File: src/trpc_map.svh
`ifndef TRPC_MAP_SVH
`define TRPC_MAP_SVH

// Register byte offsets on the sequencer's APB port
`define TRPC_CTRL_OFS       12'h000
`define TRPC_STATUS_OFS     12'h004
`define TRPC_HOLD_OFS       12'h008

// Control register fields
`define TRPC_CTRL_START_BIT 0
`define TRPC_CTRL_PWRDN_BIT 1
`define TRPC_CTRL_RECFG_BIT 2

// Status register fields
`define TRPC_STS_RUN_BIT    0
`define TRPC_STS_PLL_BIT    1
`define TRPC_STS_FREQ_BIT   2
`define TRPC_STS_BUSY_BIT   3
`define TRPC_STS_RECFG_BIT  4

// Reset values
`define TRPC_HOLD_RST       16'h0010
`define TRPC_PRBS_SEED      7'h7f

// Channel count, then timing counts in parallel clock cycles
`define TRPC_NCH            4
`define TRPC_MIN_RST_CYC    2
`define TRPC_PLL_LOCK_CYC   64
`define TRPC_CDR_LOCK_CYC   32
`define TRPC_OFFSET_CYC     100
`define TRPC_RECFG_CYC      8

`endif

File: src/trpc_pkg.sv
package trpc_pkg;

    typedef enum logic [1:0] {TX_IDLE, TX_SYNC, TX_DATA} trpc_tx_st_t;

    typedef enum logic [1:0] {RX_HUNT, RX_SYNC, RX_ALIGNED} trpc_rx_st_t;

    typedef enum logic [2:0] {
        HS_ALL_RST,
        HS_PLL_WAIT,
        HS_CDR_WAIT,
        HS_DIG_HOLD,
        HS_RUN
    } trpc_host_st_t;

endpackage : trpc_pkg

File: src/trpc_if.sv
`timescale 1ns/100ps
`include "trpc_map.svh"

interface trpc_if #(
    parameter int NCH = `TRPC_NCH
);
    logic [NCH-1:0] tx_digital_rst;
    logic [NCH-1:0] rx_digital_rst;
    logic [NCH-1:0] rx_analog_rst;
    logic           pll_rst;
    logic           blk_pwrdn;
    logic           pll_locked;
    logic [NCH-1:0] rx_freq_locked;
    logic           recfg_busy;

    modport dev (
        input  tx_digital_rst,
        input  rx_digital_rst,
        input  rx_analog_rst,
        input  pll_rst,
        input  blk_pwrdn,
        output pll_locked,
        output rx_freq_locked,
        output recfg_busy
    );

    modport usr (
        output tx_digital_rst,
        output rx_digital_rst,
        output rx_analog_rst,
        output pll_rst,
        output blk_pwrdn,
        input  pll_locked,
        input  rx_freq_locked,
        input  recfg_busy
    );

endinterface : trpc_if

File: src/trpc_lock.sv
`timescale 1ns/100ps

module trpc_lock #(
    parameter int CYC = 16
)(
    // Clock and clear
    input  wire logic clk_in,
    input  wire logic rst_n_in,
    // Count enable and result
    input  wire logic en_in,
    output wire logic locked_out
);
    localparam int CW = $clog2(CYC + 1);

    logic [CW-1:0] cnt_q;
    logic          locked_q;

    assign locked_out = locked_q;

    always_ff @(posedge clk_in or negedge rst_n_in)
    begin
        if (!rst_n_in)
        begin
            cnt_q    <= '0;
            locked_q <= 1'b0;
        end
        else if (!en_in)
        begin
            cnt_q    <= '0;
            locked_q <= 1'b0;
        end
        else if (cnt_q == CW'(CYC - 1))
        begin
            locked_q <= 1'b1;
        end
        else
        begin
            cnt_q <= cnt_q + CW'(1);
        end
    end

endmodule : trpc_lock

File: src/trpc_dev.sv
// Local design decisions: the APB interface to the registers and the placing of the registers.
`timescale 1ns/100ps
`include "trpc_map.svh"
// Function
// - Resets and power-down act asynchronously on assertion
// - Each channel has its own reset inputs
// - Transmit digital reset clears transmit coding logic
// - Receive digital reset clears receive logic, verifiers
// - Digital resets held at least two cycles
// - Analog reset clears CDR, held two cycles
// - Digital resets held until clocks stable
// - PLL reset clears the transceiver PLL
// - Reconfig controller drives PLL reset after reconfig
// - Power-down removes power from all channels, PLL
// - Power-down independent, common to whole block
// - PLL lock output high when locked
// - Frequency lock high in lock-to-data mode
// - Busy low first cycle, high during cancellation
module trpc_dev
    import trpc_pkg::*;
#(
    parameter int NCH          = `TRPC_NCH,
    parameter int PLL_LOCK_CYC = `TRPC_PLL_LOCK_CYC,
    parameter int CDR_LOCK_CYC = `TRPC_CDR_LOCK_CYC,
    parameter int OFFSET_CYC   = `TRPC_OFFSET_CYC
)(
    // Clock and reset
    input  wire logic           mclk_in,
    input  wire logic           arst_n_in,
    // Link to the sequencer
    trpc_if.dev                 lnk,
    // User-side status
    output wire logic [NCH-1:0] tx_active_out,
    output wire logic [NCH-1:0] rx_aligned_out,
    output wire logic [NCH-1:0] bist_ok_out,
    output wire logic           pwr_on_out
);
    localparam int OCW = $clog2(OFFSET_CYC + 1);

    logic           pll_rst_n;
    logic           pwr_rst_n;
    logic           pll_lock_w;
    wire  [NCH-1:0] freq_lock_w;
    logic           pwr_on_q;
    logic           busy_q;
    logic           started_q;
    logic [OCW-1:0] oc_cnt_q;

    // Power-down ignores the link's other reset inputs; only the master reset shares its net
    assign pwr_rst_n = arst_n_in & ~lnk.blk_pwrdn;
    assign pll_rst_n = pwr_rst_n & ~lnk.pll_rst;

    trpc_lock #(
        .CYC        (PLL_LOCK_CYC)
    ) u_pll_lock (
        .clk_in     (mclk_in),
        .rst_n_in   (pll_rst_n),
        .en_in      (1'b1),
        .locked_out (pll_lock_w)
    );

    assign lnk.pll_locked     = pll_lock_w;
    assign lnk.rx_freq_locked = freq_lock_w;
    assign lnk.recfg_busy     = busy_q;
    assign pwr_on_out         = pwr_on_q;

    always_ff @(posedge mclk_in or negedge pwr_rst_n)
    begin
        if (!pwr_rst_n)
        begin
            pwr_on_q <= 1'b0;
        end
        else
        begin
            pwr_on_q <= 1'b1;
        end
    end

    // Offset cancellation only after power-up, not after power-down
    always_ff @(posedge mclk_in or negedge arst_n_in)
    begin
        if (!arst_n_in)
        begin
            busy_q    <= 1'b0;
            started_q <= 1'b0;
            oc_cnt_q  <= '0;
        end
        else
        begin
            started_q <= 1'b1;
            if (!started_q)
            begin
                busy_q <= 1'b1;
            end
            else if (busy_q)
            begin
                if (oc_cnt_q == OCW'(OFFSET_CYC - 1))
                begin
                    busy_q <= 1'b0;
                end
                oc_cnt_q <= oc_cnt_q + OCW'(1);
            end
        end
    end

    for (genvar i = 0; i < NCH; i++)
    begin : g_ch
        logic        ana_rst_n;
        logic        tx_rst_n;
        logic        rx_rst_n;
        logic        lpbk_vld;
        logic        prbs_hit;
        logic        inc_hit;
        logic [6:0]  prbs_nxt;
        trpc_tx_st_t tx_st_q;
        trpc_tx_st_t tx_st_d;
        trpc_rx_st_t rx_st_q;
        trpc_rx_st_t rx_st_d;
        logic [6:0]  tx_prbs_q;
        logic [7:0]  tx_inc_q;
        logic        tx_act_q;
        logic [6:0]  rx_prbs_q;
        logic [7:0]  rx_inc_q;
        logic        bist_err_q;
        logic        rx_align_q;
        logic        bist_ok_q;

        // Separate reset per channel and per direction
        assign ana_rst_n = pwr_rst_n & ~lnk.rx_analog_rst[i];
        assign tx_rst_n  = pwr_rst_n & ~lnk.tx_digital_rst[i];
        assign rx_rst_n  = pwr_rst_n & ~lnk.rx_digital_rst[i];

        // CDR leaves lock-to-reference once the PLL is stable
        trpc_lock #(
            .CYC        (CDR_LOCK_CYC)
        ) u_cdr_lock (
            .clk_in     (mclk_in),
            .rst_n_in   (ana_rst_n),
            .en_in      (pll_lock_w),
            .locked_out (freq_lock_w[i])
        );

        assign prbs_nxt = {tx_prbs_q[5:0], tx_prbs_q[6] ^ tx_prbs_q[5]};
        // Internal loopback: receiver sees its own transmitter
        assign lpbk_vld = freq_lock_w[i] & tx_act_q;
        assign prbs_hit = tx_prbs_q == {rx_prbs_q[5:0], rx_prbs_q[6] ^ rx_prbs_q[5]};
        assign inc_hit  = tx_inc_q == rx_inc_q + 8'h01;

        always_comb
        begin
            tx_st_d = tx_st_q;
            case (tx_st_q)
                TX_IDLE: tx_st_d = TX_SYNC;
                TX_SYNC: if (pll_lock_w) tx_st_d = TX_DATA;
                TX_DATA: if (!pll_lock_w) tx_st_d = TX_SYNC;
                default: tx_st_d = TX_IDLE;
            endcase
        end

        always_ff @(posedge mclk_in or negedge tx_rst_n)
        begin
            if (!tx_rst_n)
            begin
                tx_st_q   <= TX_IDLE;
                tx_prbs_q <= `TRPC_PRBS_SEED;
                tx_inc_q  <= 8'h00;
                tx_act_q  <= 1'b0;
            end
            else
            begin
                tx_st_q  <= tx_st_d;
                tx_act_q <= tx_st_d == TX_DATA;
                if (tx_st_q == TX_DATA)
                begin
                    tx_prbs_q <= prbs_nxt;
                    tx_inc_q  <= tx_inc_q + 8'h01;
                end
            end
        end

        always_comb
        begin
            rx_st_d = rx_st_q;
            case (rx_st_q)
                RX_HUNT:    if (lpbk_vld) rx_st_d = RX_SYNC;
                RX_SYNC:    rx_st_d = lpbk_vld ? RX_ALIGNED : RX_HUNT;
                RX_ALIGNED: if (!lpbk_vld) rx_st_d = RX_HUNT;
                default:    rx_st_d = RX_HUNT;
            endcase
        end

        // Verifier errors are sticky until the next receive reset
        always_ff @(posedge mclk_in or negedge rx_rst_n)
        begin
            if (!rx_rst_n)
            begin
                rx_st_q    <= RX_HUNT;
                rx_prbs_q  <= 7'h00;
                rx_inc_q   <= 8'h00;
                bist_err_q <= 1'b0;
                rx_align_q <= 1'b0;
                bist_ok_q  <= 1'b0;
            end
            else
            begin
                rx_st_q    <= rx_st_d;
                rx_prbs_q  <= tx_prbs_q;
                rx_inc_q   <= tx_inc_q;
                rx_align_q <= rx_st_d == RX_ALIGNED;
                if (rx_st_q == RX_ALIGNED && lpbk_vld && !(prbs_hit && inc_hit))
                begin
                    bist_err_q <= 1'b1;
                end
                bist_ok_q  <= rx_st_d == RX_ALIGNED && !bist_err_q;
            end
        end

        assign tx_active_out[i]  = tx_act_q;
        assign rx_aligned_out[i] = rx_align_q;
        assign bist_ok_out[i]    = bist_ok_q;
    end

endmodule : trpc_dev

File: src/flat_wrapper.sv
// flat-port wrapper written by rule: the top's interface ports become plain ports
module trpc_dev_flat import trpc_pkg::*;
#(
    parameter int NCH          = `TRPC_NCH,
    parameter int PLL_LOCK_CYC = `TRPC_PLL_LOCK_CYC,
    parameter int CDR_LOCK_CYC = `TRPC_CDR_LOCK_CYC,
    parameter int OFFSET_CYC   = `TRPC_OFFSET_CYC
)
  (mclk_in, arst_n_in, tx_active_out, rx_aligned_out, bist_ok_out, pwr_on_out, lnk_tx_digital_rst, lnk_rx_digital_rst, lnk_rx_analog_rst, lnk_pll_rst, lnk_blk_pwrdn, lnk_pll_locked, lnk_rx_freq_locked, lnk_recfg_busy);
  trpc_if #(.NCH(NCH)) lnk_i ();
  input  wire logic mclk_in;
  input  wire logic arst_n_in;
  output wire logic [NCH-1:0] tx_active_out;
  output wire logic [NCH-1:0] rx_aligned_out;
  output wire logic [NCH-1:0] bist_ok_out;
  output wire logic pwr_on_out;
  input wire logic [$bits(lnk_i.tx_digital_rst)-1:0] lnk_tx_digital_rst;
  input wire logic [$bits(lnk_i.rx_digital_rst)-1:0] lnk_rx_digital_rst;
  input wire logic [$bits(lnk_i.rx_analog_rst)-1:0] lnk_rx_analog_rst;
  input wire logic [$bits(lnk_i.pll_rst)-1:0] lnk_pll_rst;
  input wire logic [$bits(lnk_i.blk_pwrdn)-1:0] lnk_blk_pwrdn;
  output wire logic [$bits(lnk_i.pll_locked)-1:0] lnk_pll_locked;
  output wire logic [$bits(lnk_i.rx_freq_locked)-1:0] lnk_rx_freq_locked;
  output wire logic [$bits(lnk_i.recfg_busy)-1:0] lnk_recfg_busy;
  assign lnk_i.tx_digital_rst = lnk_tx_digital_rst;
  assign lnk_i.rx_digital_rst = lnk_rx_digital_rst;
  assign lnk_i.rx_analog_rst = lnk_rx_analog_rst;
  assign lnk_i.pll_rst = lnk_pll_rst;
  assign lnk_i.blk_pwrdn = lnk_blk_pwrdn;
  assign lnk_pll_locked = lnk_i.pll_locked;
  assign lnk_rx_freq_locked = lnk_i.rx_freq_locked;
  assign lnk_recfg_busy = lnk_i.recfg_busy;
  trpc_dev #(.NCH(NCH), .PLL_LOCK_CYC(PLL_LOCK_CYC), .CDR_LOCK_CYC(CDR_LOCK_CYC), .OFFSET_CYC(OFFSET_CYC)) u_core (.mclk_in(mclk_in), .arst_n_in(arst_n_in), .lnk(lnk_i), .tx_active_out(tx_active_out), .rx_aligned_out(rx_aligned_out), .bist_ok_out(bist_ok_out), .pwr_on_out(pwr_on_out));
endmodule
File: config.mk
export PLATFORM = sky130hd
export DESIGN_NAME = trpc_dev_flat
export DESIGN_NICKNAME = d
export VERILOG_FILES = /design/src/trpc_pkg.sv /design/src/trpc_if.sv /design/src/trpc_lock.sv /design/src/trpc_dev.sv /design/src/flat_wrapper.sv
export VERILOG_INCLUDE_DIRS = /design/src /design/src/src
export SDC_FILE = /design/constraint.sdc
export NUM_CORES = 1
export LEC_CHECK = 0
export BUFFER_PORTS_ARGS = -buffer_cell sky130_fd_sc_hd__buf_4
export CORE_ASPECT_RATIO = 0.5
export CORE_MARGIN = 3
export CORE_UTILIZATION = 60
export CTS_BUF_LIST = sky130_fd_sc_hd__clkbuf_2
export DETAILED_ROUTE_END_ITERATION = 6
export MAX_ROUTING_LAYER = met4
export PLACE_DENSITY = 0.79
export SETUP_SLACK_MARGIN = 0.02
export SKIP_CTS_REPAIR_TIMING = 1
export SLEW_MARGIN = 10
export SYNTH_ARGS = -nofsm -noshare
export SYNTH_HDL_FRONTEND = slang
export SYNTH_SLANG_ARGS = --single-unit
File: constraint.sdc
create_clock -name mclk_in -period 2.1 [get_ports mclk_in]
set_input_delay 0.105 -clock mclk_in [delete_from_list [all_inputs] [get_ports mclk_in]]
set_output_delay 0.105 -clock mclk_in [all_outputs]
set_load 0.03 [all_outputs]
---- Yosys cells after proc, flatten, opt, wreduce, memory -nomap -nowiden ----
Index checks and enable logic that the tools add are counted.
operators by class
  add/sub/neg operators ................... 14
  equality and inequality tests ........... 46
  mux-type cells .......................... 47
  bitwise gates (word level) .............. 40
  reduce and logical (&&, ||, !) cells .... 33
operator list
  cell                 count
  $add 8x1->8 const B  8
  $mux 6               8
  $pmux 2 s3           8
  $mux 2               20
  $eq 2x2->1 const B   16
  $eq 8x8->1           4
  $eq 7x7->1           4
  $add 6x1->6 const B  4
  $eq 6x5->1 const B   4
  $and 1x1->1          18
  $eq 2x1->1 const B   8
  $logic_and 1x1->1    16
  $logic_not 2->1      8
  $ne 2x2->1 const B   8
  $add 7x1->7 const B  2
  $not 1->1            14
  $mux 1               11
  $logic_not 1->1      8
  $xor 1x1->1          8
  $eq 7x6->1 const B   1
  $eq 7x7->1 const B   1
  $reduce_and 2->1     1
word-level totals
  register bits ........................... 198
  bits of input ports ..................... 16
  output and inout bits ................... 19

---- Logic depth before layout (Yosys ltp) ----
Gate-level depths: netlist of run 1.
  depth in word-level cells ............... 5
  gate-level depth with buffers ........... 7

---- Cells and area by module ----
A second synthesis of run 1 with hierarchy kept.
unflattened totals
  cell total of the unflattened synthesis .. 764
  area, all modules ....................... 8629.5 um^2
by module, submodules not included
  module                                     times used  cells an instance  area each (um^2)  seq. area each (um^2)
  trpc_dev                                   1           599                6812.8            4088.9
  trpc_lock (u_core.g_ch[0].u_cdr_lock ...)  4           32                 356.6             175.2
  trpc_lock (u_core.u_pll_lock)              1           37                 390.4             200.2

---- Least setup slack after synthesis of run 1 ----
OpenSTA, ideal clock, no wires.
  path kind ............................... reg2reg
  start point ............................. register u_core.g_ch[2].rx_inc_q[0]
  end point ............................... register u_core.g_ch[2].bist_err_q
  setup time .............................. 136 ps
  data arrival time ....................... 1637 ps
  slack ................................... 326 ps
  cell stages (with the launch flop) ...... 8
  buffers on the path ..................... 1
  cells stage by stage .................... dfrtp_1 ha_1 clkbuf_2 xor2_1 and3b_1 o21bai_1 a2111oi_0 a31oi_1
between the ends
  word-level cells in the longest chain between the ends .. 5
RTL lines
  element                 RTL line         text
  start, declared         trpc_dev.sv:123  logic [7:0] rx_inc_q;
  start signal, assigned  trpc_dev.sv:208  rx_inc_q <= tx_inc_q;
  $add 8x1->8             trpc_dev.sv:147  assign inc_hit = tx_inc_q == rx_inc_q + 8'h01;
  $eq 8x8->1              trpc_dev.sv:147
  $logic_and 1x1->1       trpc_dev.sv:210  if (rx_st_q == RX_ALIGNED && lpbk_vld && !(prbs_hit && inc_hit))
  $logic_not 1->1         trpc_dev.sv:210
  $logic_and 1x1->1       trpc_dev.sv:210
  end signal, assigned    trpc_dev.sv:200  bist_err_q <= 1'b0;
  end signal, assigned    trpc_dev.sv:212  bist_err_q <= 1'b1;
  end, declared           trpc_dev.sv:124  logic bist_err_q;
No other way between the ends.
A chain may end at the register's enable or synchronous reset.

---- Worst setup path in the final report of run 1 ----
Same ends and word-level chain as after synthesis.

==> results.md, run 1 <==
| Metric | Value | Unit |
| --- | --- | --- |
| Worst reg2reg startpoint | u_core.g_ch[2].rx_inc_q[0]$_DFF_PN0_ | - |
| Wire length after detailed routing | 14700 | um |
| RSZ-0062 raised after global routing | no | - |
| Areal power density over the cells | 636 | mW/mm^2 |
| Setup TNS after final layout | 0 | ns |
| Vertical extent of the die | 90.1 | um |
| Antenna violations before repair | 1 | - |
| Net switching component of the power | 0.00144 | W |
| Worst-Skew Late Latency | 0.72 | ns |
| Slew at the pin closest to its max-slew limit | 0.673 | ns |
| Level count of the clock H-tree | 4 | - |
| Uppermost metal layer occupied by signal nets | met4 | - |
| Routed via count | 5520 | - |
| EDFF count, synth | 0 | - |
| Largest family of logic cells by synthesized area | simple AND/OR/NAND/NOR gates | - |
| Number of nets at the end of the flow | 854 | - |
| Hold Vio Cnt, Final | 0 | - |
| Achievable frequency | 0.534 | GHz |
| Clock tree from TritonCTS | built | - |
| Top library cells by usage in the layout, fill and taps aside | dfrtp_1, nand2_1, xnor2_1 | - |
| Startpoint types | register | - |
| Worst Path Max Fanout | 6 | - |
| Fin. max-slew vios | 0 | - |
| Largest buffer count on any clock path | 2 | - |
| Number of synthesized register bits | 198 | - |
| Global placer's final weighted congestion | 0.830 | - |
| Starting Density | 62.0 | % |
| Top-Level Pins | 35 | - |
| Largest cells by area after synthesis | dfrtp_1, xnor2_1, dfstp_2 | - |
| Final Total Pwr | 0.00603 | W |
| Share of synthesized area occupied by flip-flops and latches | 58.8 | % |
| Setup Skew | 0.0391 | ns |
| Worst slew margin relative to its limit | 55.1 | % |
| Area fraction in compound gates after synthesis | 5.88 | % |
| DRC violation count after routing | 0 | - |
| MaxCap Viol Count | 0 | - |
| Pin count of the biggest net entering global routing | 21 | - |
| Endpoint kind of the worst setup timing path | register | - |
| Type of the tightest min-delay check | input pin to async pin | - |
| Mapped cell area | 0.00849 | sq mm |
| Number of global-route vias before repair | 5422 | - |
| IO Port Bufs | 34 | - |
| Fillers | 999 | - |
| Library cell with the largest summed area after synthesis | dfrtp_1 | - |
| Die area | 0.0157 | sq mm |
| Comb pwr share | 4.2 | % |
| Total congestion overflow | 0 | - |
| Crit path arrival time | 2.51 | ns |
| Minimum setup slack among reg-to-reg paths | 0.23 | ns |
| Outcome | completed | - |
| DIE WIDTH | 174 | um |
| Cells after synthesis | 756 | - |
| Clk pwr share | 30.2 | % |
| Routed wire length on met2 | 7150 | um |
| Worst supply voltage drop on vdd | 336 | uV |
| Number of rows created at floorplan | 30 | - |
| Wire length of the first global-routing pass | 25000 | um |
| Vias per std cell | 5.36 | - |
| Warnings from Yosys | 0 | - |
| Total global-route track usage | 19.9 | % |
| Floorplan core area | 0.0137 | sq mm |
| Share of power burned in registers | 65.6 | % |
| Number of sinks handled by clock tree synthesis | 198 | - |
| Average instance area after synthesis | 11.2 | sq um |
| Final setup violating endpoints | 0 | - |
| Async set-or-reset flop fraction in the synthesized netlist | 100 | % |
| Synthesized-area fraction occupied by and/or/nand/nor cells | 15.6 | % |
| Clock edge transition at the registers on the reported setup and hold paths | 0.28 | ns |
| Fraction of the cycle the final worst path needs | 89.1 | % |
| Fraction of final layout cells with drive strength greater than 1 | 15.5 | % |
| Leak | 4.47 | nW |
| Kind of critical path | register to register | - |
| Sum of routed wire segments on met1 | 6790 | um |
| DR pass1 iterations | 4 | - |
| FF-to-FF End | u_core.g_ch[2].bist_err_q$_DFFE_PN0P_ | - |
| Required time reported for the critical path endpoint | 2.74 | ns |
| Depth of the worst register-to-register path | 6 | - |
| Estimated wirelength of the detail-placed design | 10100 | um |
| Root buffer cell | clkbuf_2 | - |
| Adder-cell share of the synthesized area | 2.06 | % |
| Switching Share | 23.8 | % |
| Main flop type after synthesis | dfrtp_1 | - |
| Leading cell type in the layout, fill and taps excluded | dfrtp_1 | - |
| Internal power consumption | 0.00459 | W |
| Min cycle time layout | 1.87 | ns |
| Multiplexer area fraction after synthesis | 1.92 | % |
| XOR/XNOR share of the synthesized area | 13.0 | % |
| Number of different library cells in the post-synthesis netlist | 45 | - |
| Clock buffer count from CTS | 17 | - |
| Initial detailed-routing violation count | 312 | - |
| Proportion of netlist area held by the largest area contributor | 50.1 | % |
| Area overhead of the layout relative to synthesis | 11.6 | % |
| Routed Antenna Nets | 0 | - |
| Met3 wire length | 525 | um |
| Average wire length per cell after detail routing | 14.3 | um |
-- kinds of logic (layout without fill, tap and decap cells) --
logic type / Yosys count / count (layout)
AO/OA/AOI/OAI: 79 / 79
adder cells (fa/ha/maj): 14 / 14
flip-flops: 198 / 198
other: 1 / 3
XOR/XNOR: 126 / 126
buffers and inverters: 45 / 125
multiplexers: 15 / 15
AND/OR/NAND/NOR: 278 / 278
-- stage by stage --
stage               area (sq um)  worst slack (ns)  util (%)  hold slack, ns  instances
finish                      9480             0.229      69.2           0.342       1030
CTS                         9180             0.193      67.0          -0.891       1000
floorplan                   8500             0.326         -          -0.191        757
global placement            8950             0.281      65.3         -0.0651        968
detailed placement          8950             0.213      65.3         -0.0632        968
global route                9480            0.0804      69.2           0.308       1030
-- state kept, by name, summed over array words and instances, names as in the netlist --
register                           flops
u_core.g_ch.rx_inc_q                  32
u_core.g_ch.tx_inc_q                  32
u_core.g_ch.rx_prbs_q                 28
u_core.g_ch.tx_prbs_q                 28
u_core.g_ch.u_cdr_lock.cnt_q          24
u_core.g_ch.rx_st_q                    8
u_core.g_ch.tx_st_q                    8
u_core.oc_cnt_q                        7
u_core.u_pll_lock.cnt_q                7
u_core.g_ch.bist_err_q                 4
u_core.g_ch.bist_ok_q                  4
u_core.g_ch.rx_align_q                 4
u_core.g_ch.tx_act_q                   4
u_core.g_ch.u_cdr_lock.locked_out      4
u_core.lnk.recfg_busy                  1
u_core.pwr_on_out                      1
u_core.started_q                       1
u_core.u_pll_lock.locked_out           1
-- critical path, stage by stage (launching register included) --
cell and delay, ns:
dfrtp_2 0.47, ha_2 0.26, xor2_1 0.25, and3b_1 0.20
o21bai_1 0.07, a2111oi_0 0.42, a31oi_1 0.13
-- power groups by stage --
stage | sequential, W | clock (W) | combinational, W
final | 0.00396 | 0.00182 | 0.000253
after global routing | 0.00397 | 0.00206 | 0.000289
after CTS | 0.00396 | 0.00187 | 0.000215
after detailed placement | 0.00401 | 0 | 0.000217
after global placement | 0.00401 | 0 | 0.000210
after floorplan | 0.00400 | 0 | 0.000139
-- Yosys cell counts (10+ instances only) --
cell type    n
a21oi_1     17
a31oi_1     10
and2_1      10
and3_1      10
buf_4       16
clkbuf_1    19
dfrtp_1    170
dfstp_2     28
ha_1        14
mux2_2      10
nand2_1    102
nand3_1     31
nand4_1     18
nor2_1      51
nor2b_1     11
nor3_1      14
o21ai_0     21
xnor2_1     92
xor2_1      34
-- per-layer routing --
layer | GRT usage, % | vias to the layer above
li1 | - | 2673
met1 | 26.1 | 2749
met4 | 5.28 | 0
met3 | 3.92 | 21
met2 | 32.4 | 77
met5 | - | -
-- cell type report --
class / instances / area (sq um) / share of cell area, %
flip-flops and latches: 198 / 4990 / 52.6
multi-input cells: 514 / 3280 / 34.6
repair buffers: 84 / 703 / 7.42
well taps: 192 / 240 / 2.53
clock inverters: 11 / 126 / 1.33
clock buffers: 21 / 105 / 1.11
inverters: 9 / 33.8 / 0.356
diodes: 1 / 2.50 / 0.0264
-- worst max path at each step --
stage / from / endpoint / slack (ns)
2_1_floorplan: u_core.g_ch[2].rx_inc_q[0]$_DFF_PN0_ / u_core.g_ch[2].bist_err_q$_DFFE_PN0P_ / 0.33
3_3_place_gp: u_core.g_ch[2].rx_inc_q[0]$_DFF_PN0_ / u_core.g_ch[2].bist_err_q$_DFFE_PN0P_ / 0.28
3_5_place_dp: u_core.g_ch[2].rx_inc_q[0]$_DFF_PN0_ / u_core.g_ch[2].bist_err_q$_DFFE_PN0P_ / 0.21
4_1_cts: u_core.g_ch[2].rx_inc_q[0]$_DFF_PN0_ / u_core.g_ch[2].bist_err_q$_DFFE_PN0P_ / 0.19
5_1_grt: u_core.g_ch[2].rx_inc_q[0]$_DFF_PN0_ / u_core.g_ch[2].bist_err_q$_DFFE_PN0P_ / 0.08
6_report: u_core.g_ch[2].rx_inc_q[0]$_DFF_PN0_ / u_core.g_ch[2].bist_err_q$_DFFE_PN0P_ / 0.23
Power figures use the tool's default switching activity.
==> run 2, diff against run 1 <==
--- a/config.mk
+++ b/config.mk
@@ -9,11 +9,11 @@
 export BUFFER_PORTS_ARGS = -buffer_cell sky130_fd_sc_hd__buf_4
 export CORE_ASPECT_RATIO = 0.5
 export CORE_MARGIN = 3
-export CORE_UTILIZATION = 60
+export CORE_UTILIZATION = 58
 export CTS_BUF_LIST = sky130_fd_sc_hd__clkbuf_2
 export DETAILED_ROUTE_END_ITERATION = 6
 export MAX_ROUTING_LAYER = met4
-export PLACE_DENSITY = 0.79
+export PLACE_DENSITY = 0.8
 export SETUP_SLACK_MARGIN = 0.02
 export SKIP_CTS_REPAIR_TIMING = 1
 export SLEW_MARGIN = 10
==> constraint.sdc (replaced) <==
create_clock -name mclk_in -period 1.7 [get_ports mclk_in]
set_input_delay 0.085 -clock mclk_in [delete_from_list [all_inputs] [get_ports mclk_in]]
set_output_delay 0.085 -clock mclk_in [all_outputs]
set_load 0.03 [all_outputs]
==> run 2 against run 1 <==
The run now ends with negative setup slack left. Combinational power rose by 28%. Sequential cell count stayed put. Worst hold slack got worse by 0.30 ns. Critical endpoint is now u_core.g_ch[0].bist_err_q$_DFFE_PN0P_. Via count grew 1.5%.
==> results.md, run 2 (synthesis gave the netlist of run 1 again) <==
| Metric | Value | Unit | Change |
| --- | --- | --- | --- |
| Outcome | complete, but fails checks | - |  |
| Violated checks | negative setup slack | - |  |
| Min cycle time layout | 1.70 | ns | -0.168 ns |
| Leading cell type in the layout, fill and taps excluded | dfrtp_1 | - |  |
| Antenna violations before repair | 0 | - | -1 |
| Required time reported for the critical path endpoint | 2.33 | ns | -0.41 ns |
| Pin count of the biggest net entering global routing | 27 | - | +29% |
| Root buffer cell | clkbuf_2 | - |  |
| Top-Level Pins | 35 | - | unchanged |
| Type of the tightest min-delay check | input pin to async pin | - |  |
| Floorplan core area | 0.0139 | sq mm | +1.6% |
| Number of global-route vias before repair | 5553 | - | +2.4% |
| Final setup violating endpoints | 2 | - | +2 |
| Die area | 0.0162 | sq mm | +3.3% |
| Setup Skew | 0.0429 | ns | +0.00378 ns |
| Kind of critical path | register to register | - |  |
| Global placer's final weighted congestion | 0.856 | - | +3.2% |
| Hold Vio Cnt, Final | 0 | - | unchanged |
| Worst Path Max Fanout | 2 | - | -4 |
| Fraction of final layout cells with drive strength greater than 1 | 20.3 | % | +4.8 points |
| Number of nets at the end of the flow | 888 | - | +4.0% |
| Finished Layout Cells | 1063 | - | +3.2% |
| Worst supply voltage drop on vdd | 604 | uV | +80% |
| Crit path arrival time | 2.33 | ns | -0.18 ns |
| Number of rows created at floorplan | 30 | - | unchanged |
| Worst-Skew Late Latency | 0.75 | ns | +0.03 ns |
| Setup slack of the critical path after layout | -0.00288 | ns | -0.232 ns |
| Slew at the pin closest to its max-slew limit | 0.512 | ns | -0.161 ns |
| Cell chain of the critical path | xnor2_2 -> nand4_1 -> or3_1 -> a2111oi_2 -> a31oi_1 | - |  |
| Setup TNS after final layout | -0.00498 | ns | -0.00498 ns |
| Top library cells by usage in the layout, fill and taps aside | dfrtp_1, nand2_1, xnor2_1 | - |  |
| DR pass1 iterations | 4 | - | unchanged |
| Areal power density over the cells | 744 | mW/mm^2 | +17% |
| Biggest registers after layout | u_core.g_ch.rx_inc_q x32, u_core.g_ch.tx_inc_q x32 | - |  |
| Fin. max-slew vios | 0 | - | unchanged |
| Clock buffer count from CTS | 17 | - | unchanged |
| # placed instances | 986 | - | +1.9% |
| Clock edge transition at the registers on the reported setup and hold paths | 0.27 | ns | about the same |
| Total congestion overflow | 0 | - | unchanged |
| Area overhead of the layout relative to synthesis | 16.1 | % |  |
| Initial detailed-routing violation count | 334 | - | +7.1% |
| Worst slew margin relative to its limit | 65.8 | % | +11 points |
| DIE WIDTH | 177 | um | +1.6% |
| Clock tree from TritonCTS | built | - |  |
| Final Total Pwr | 0.00734 | W | +22% |
| Average wire length per cell after detail routing | 14.4 | um | +0.59% |
| Worst path max stage delay | 0.61 | ns | +0.14 ns |
| Crit path max-delay cell type | dfstp_2 | - |  |
| Estimated wirelength of the detail-placed design | 10200 | um | +1.6% |
| Diode count | 0 | - | -1 |
| Number of buffer and inverter stages on the critical path | 0 | - | unchanged |
| Vertical extent of the die | 91.6 | um | +1.6% |
| Starting Density | 61.0 | % | -1.0 points |
| MaxCap Viol Count | 0 | - | unchanged |
| Startpoint types | register | - |  |
| Wire length of the first global-routing pass | 25800 | um | +3.5% |
| Level count of the clock H-tree | 4 | - | unchanged |
| Total global-route track usage | 20.2 | % | +0.27 points |
| Wire length after detailed routing | 15300 | um | +3.8% |
| DRC violation count after routing | 0 | - | unchanged |
| Largest buffer count on any clock path | 2 | - | unchanged |
| Routed via count | 5603 | - | +1.5% |
| Worst hold slack | 0.0445 | ns | -0.298 ns |
| RSZ-0062 raised after global routing | yes | - |  |
| Achievable frequency | 0.587 | GHz | +9.9% |
| Endpoint kind of the worst setup timing path | register | - |  |
| Fraction of the cycle the final worst path needs | 100 | % | +11 points |
| Dominant delay contributor by cell family on the critical path | flip-flops | - |  |
| Routed Antenna Nets | 0 | - | unchanged |
| Pre-CTS setup slack | -0.0514 | ns | -0.265 ns |
| Number of sinks handled by clock tree synthesis | 198 | - | unchanged |
| Vias per std cell | 5.27 | - | -1.6% |
| Leak | 4.64 | nW | +3.9% |
| IO Port Bufs | 34 | - | unchanged |
## run 2: layout make-up
cell class	count	area [sq um]
Fill cell	963	4070
Clock inverter	14	120
Timing Repair Buffer	118	1000
Multi-Input combinational cell	514	3380
Inverter	9	33.8
Tap cell	192	240
Sequential cell	198	4990
Clock buffer	18	90.1
## run 2: routing by layer
layer | track usage [%] | wire length, um
met2 | 31.8 | 7540
met5 | - | 0
met4 | 5.94 | 116
met3 | 3.55 | 494
met1 | 27.2 | 7100
## run 2: worst paths after layout
path	start	endpoint	slack, ns	depth (start not counted)
setup / recovery	u_core.g_ch[0].tx_prbs_q[1]$_DFFE_PN1N_	u_core.g_ch[0].bist_err_q$_DFFE_PN0P_	-0.003	5
hold / removal	lnk_blk_pwrdn	u_core.pwr_on_out$_DFF_PN0_	0.04	5
setup reg to reg	u_core.g_ch[0].tx_prbs_q[1]$_DFFE_PN1N_	u_core.g_ch[0].bist_err_q$_DFFE_PN0P_	-0.003	5
hold reg to reg	u_core.g_ch[0].tx_prbs_q[3]$_DFFE_PN1N_	u_core.g_ch[0].rx_prbs_q[3]$_DFF_PN0_	0.40	0
max in group asynchronous	arst_n_in	u_core.u_pll_lock.cnt_q[0]$_DFFE_PN0P_	0.31	8
min in group mclk_in	u_core.g_ch[0].tx_prbs_q[3]$_DFFE_PN1N_	u_core.g_ch[0].rx_prbs_q[3]$_DFF_PN0_	0.40	0
## run 2: worst register-to-register path, stage by stage (launching register included)
cell and delay, ns:
dfstp_2 0.61, xnor2_2 0.11, nand4_1 0.11, or3_1 0.40
a2111oi_2 0.28, a31oi_1 0.12
## run 2: power by group
group	total [W]	leakage, nW	switching (W)	internal [W]
Sequential	0.00489	2.59	0.0000826	0.00481
Combinational	0.000325	1.93	0.000152	0.000173
Clock	0.00212	0.126	0.00168	0.000438
## run 2: stage by stage
step	instance area, sq um	utilization (%)
after detailed placement	9100	65.3
after global placement	9100	65.3
after CTS	9310	66.8
after global routing	9860	70.8
after floorplan	8510	-
final	9860	70.8
==> run 3, diff against run 2 <==
--- a/config.mk
+++ b/config.mk
@@ -13,7 +13,7 @@
 export CTS_BUF_LIST = sky130_fd_sc_hd__clkbuf_2
 export DETAILED_ROUTE_END_ITERATION = 6
 export MAX_ROUTING_LAYER = met4
-export PLACE_DENSITY = 0.8
+export PLACE_DENSITY_LB_ADDON = 0.2
 export SETUP_SLACK_MARGIN = 0.02
 export SKIP_CTS_REPAIR_TIMING = 1
 export SLEW_MARGIN = 10
==> run 3 against run 2 <==
The flow still finishes with violations (negative setup slack). Critical path depth stayed put. Global-route usage is 0.82 points lower. Wire length is 3.3% lower. Fmax is 0.55% lower. Design area is 1.1% lower. Cell count is 0.66% lower. Combinational power is 2% lower. Die area stayed put. Worst hold slack better by 0.26 ns. Clock-buffer cell count stayed put. Register-to-register slack hardly changed. Core utilization is 0.81 points lower. Largest cell class unchanged.
==> results.md, run 3 (synthesis gave the netlist of run 1 again) <==
| Metric | Value | Unit | Change |
| --- | --- | --- | --- |
| Number of rows created at floorplan | 30 | - | unchanged |
| Net switching component of the power | 0.00195 | W | +1.5% |
| Fin. max-slew vios | 0 | - | unchanged |
| Global placer's final weighted congestion | 0.835 | - | -2.6% |
| Cell area after layout | 0.00974 | sq mm | -1.1% |
| Setup Skew | 0.0356 | ns | -0.00733 ns |
| Worst-Skew Late Latency | 0.75 | ns | about the same |
| Fin util | 70.0 | % | -0.81 points |
| Total congestion overflow | 0 | - | unchanged |
| Clock tree from TritonCTS | built | - |  |
| Floorplan core area | 0.0139 | sq mm | unchanged |
| DRC violation count after routing | 0 | - | unchanged |
| Total global-route track usage | 19.4 | % | -0.82 points |
| Biggest registers after layout | u_core.g_ch.rx_inc_q x32, u_core.g_ch.tx_inc_q x32 | - |  |
| Average wire length per cell after detail routing | 14.0 | um | -2.7% |
| Clk pwr share | 29.6 | % | +0.7 points |
| Fraction of the cycle the final worst path needs | 101 | % | +0.56 points |
| Starting Density | 61.0 | % | unchanged |
| Routed Antenna Nets | 0 | - | unchanged |
| Share of power burned in registers | 66.1 | % | -0.6 points |
| Level count of the clock H-tree | 4 | - | unchanged |
| Crit path arrival time | 2.38 | ns | +0.05 ns |
| Number of global-route vias before repair | 5332 | - | -4.0% |
| MaxCap Viol Count | 0 | - | unchanged |
| Kind of critical path | register to register | - |  |
| Comb pwr share | 4.3 | % | about the same |
| Fillers | 1002 | - | +4.0% |
| Final setup violating endpoints | 1 | - | -1 |
| Top library cells by usage in the layout, fill and taps aside | dfrtp_1, nand2_1, xnor2_1 | - |  |
| Area overhead of the layout relative to synthesis | 14.7 | % |  |
| DIE WIDTH | 177 | um | unchanged |
| Clock edge transition at the registers on the reported setup and hold paths | 0.30 | ns | +0.03 ns |
| Wire length after detailed routing | 14800 | um | -3.3% |
| Leak | 4.62 | nW | -0.42% |
| Diode count | 0 | - | unchanged |
| Root buffer cell | clkbuf_2 | - |  |
| Number of nets at the end of the flow | 881 | - | -0.79% |
| Required time reported for the critical path endpoint | 2.37 | ns | +0.04 ns |
| Number of sinks handled by clock tree synthesis | 198 | - | unchanged |
| Outcome | complete, but fails checks | - |  |
| Worst supply voltage drop on vdd | 424 | uV | -30% |
| Routed via count | 5490 | - | -2.0% |
| Antenna violations before repair | 0 | - | unchanged |
| Fraction of final layout cells with drive strength greater than 1 | 19.6 | % | -0.76 points |
| Violated checks | negative setup slack | - |  |
| Die area | 0.0162 | sq mm | unchanged |
| Top-Level Pins | 35 | - | unchanged |
| Internal power consumption | 0.00546 | W | +0.68% |
| Startpoint types | register | - |  |
| Largest buffer count on any clock path | 2 | - | unchanged |
| Achievable frequency | 0.584 | GHz | -0.55% |
| RSZ-0062 raised after global routing | yes | - |  |
| Estimated wirelength of the detail-placed design | 10000 | um | -1.9% |
| Slew at the pin closest to its max-slew limit | 0.746 | ns | +0.234 ns |
| Pre-CTS setup slack | -0.0649 | ns | -0.0135 ns |
| DR pass1 iterations | 4 | - | unchanged |
| Min cycle time layout | 1.71 | ns | +0.00946 ns |
| Setup slack of the critical path after layout | -0.0123 | ns | -0.00946 ns |
| Areal power density over the cells | 760 | mW/mm^2 | +2.1% |
| Leading cell type in the layout, fill and taps excluded | dfrtp_1 | - |  |
| Cell area after placement | 0.00911 | sq mm | +0.14% |
| Worst slew margin relative to its limit | 50.3 | % | -16 points |
| Clock buffer count from CTS | 17 | - | unchanged |
| Initial detailed-routing violation count | 218 | - | -35% |
| Switching Share | 26.3 | % | +0.15 points |
| Hold Vio Cnt, Final | 0 | - | unchanged |
| Vertical extent of the die | 91.6 | um | unchanged |
| Pin count of the biggest net entering global routing | 26 | - | -3.7% |
| Vias per std cell | 5.20 | - | -1.4% |
| Wire length of the first global-routing pass | 24500 | um | -5.3% |
| Endpoint kind of the worst setup timing path | register | - |  |
| IO Port Bufs | 34 | - | unchanged |
| Worst Path Max Fanout | 2 | - | unchanged |
| Type of the tightest min-delay check | input pin to async pin | - |  |
[run 3: routing by layer]
layer,GRT usage [%],routed length [um],vias up
li1,-,-,2726
met1,26.6,7260,2694
met2,29.0,6970,52
met3,4.51,351,18
met4,6.01,175,0
met5,-,0,-
[run 3: worst max-delay path, stage by stage, from the launching register on]
cell       delay (ns)
dfstp_2          0.60
xnor2_1          0.12
nand4_1          0.11
or3_1            0.38
a2111oi_2        0.31
a31oi_1          0.12
[run 3: cell type report]
type | instances | area, sq um | area share [%]
Clock buffer | 18 | 90.1 | 0.924
Tap cell | 192 | 240 | 2.47
Multi-Input combinational cell | 514 | 3330 | 34.2
Inverter | 9 | 33.8 | 0.347
Sequential cell | 198 | 4990 | 51.2
Timing Repair Buffer | 111 | 918 | 9.42
Clock inverter | 14 | 136 | 1.40
[run 3: power by group through the flow]
stage | logic, W | clock network, W | registers (W)
final | 0.000320 | 0.00219 | 0.00489
after global routing | 0.000358 | 0.00247 | 0.00491
after CTS | 0.000275 | 0.00229 | 0.00489
after detailed placement | 0.000277 | 0 | 0.00496
after global placement | 0.000262 | 0 | 0.00496
after floorplan | 0.000172 | 0 | 0.00495
[run 3: metrics by stage]
stage	hold WS [ns]	power (W)	setup TNS, ns	std cells
after floorplan	-0.211	0.00512	0	757
after global placement	-0.0825	0.00522	-0.00969	986
after detailed placement	-0.0825	0.00524	-0.0649	986
after CTS	-0.963	0.00746	-0.134	1018
after global routing	0.268	0.00774	-0.253	1056
final	0.303	0.00740	-0.0123	1056
[run 3: path summary, 6_finish.rpt]
kind,start,to,slack [ns],depth (start not counted)
max,u_core.g_ch[0].tx_prbs_q[2]$_DFFE_PN1N_,u_core.g_ch[0].bist_err_q$_DFFE_PN0P_,-0.01,5
min,arst_n_in,u_core.lnk.recfg_busy$_DFF_PN0_,0.30,3
max reg2reg,u_core.g_ch[0].tx_prbs_q[2]$_DFFE_PN1N_,u_core.g_ch[0].bist_err_q$_DFFE_PN0P_,-0.01,5
min reg2reg,u_core.g_ch[1].tx_prbs_q[3]$_DFFE_PN1N_,u_core.g_ch[1].rx_prbs_q[3]$_DFF_PN0_,0.41,0
max in group asynchronous,lnk_blk_pwrdn,u_core.g_ch[0].u_cdr_lock.cnt_q[1]$_DFFE_PN0P_,0.83,6
min in group mclk_in,u_core.g_ch[1].tx_prbs_q[3]$_DFFE_PN1N_,u_core.g_ch[1].rx_prbs_q[3]$_DFF_PN0_,0.41,0
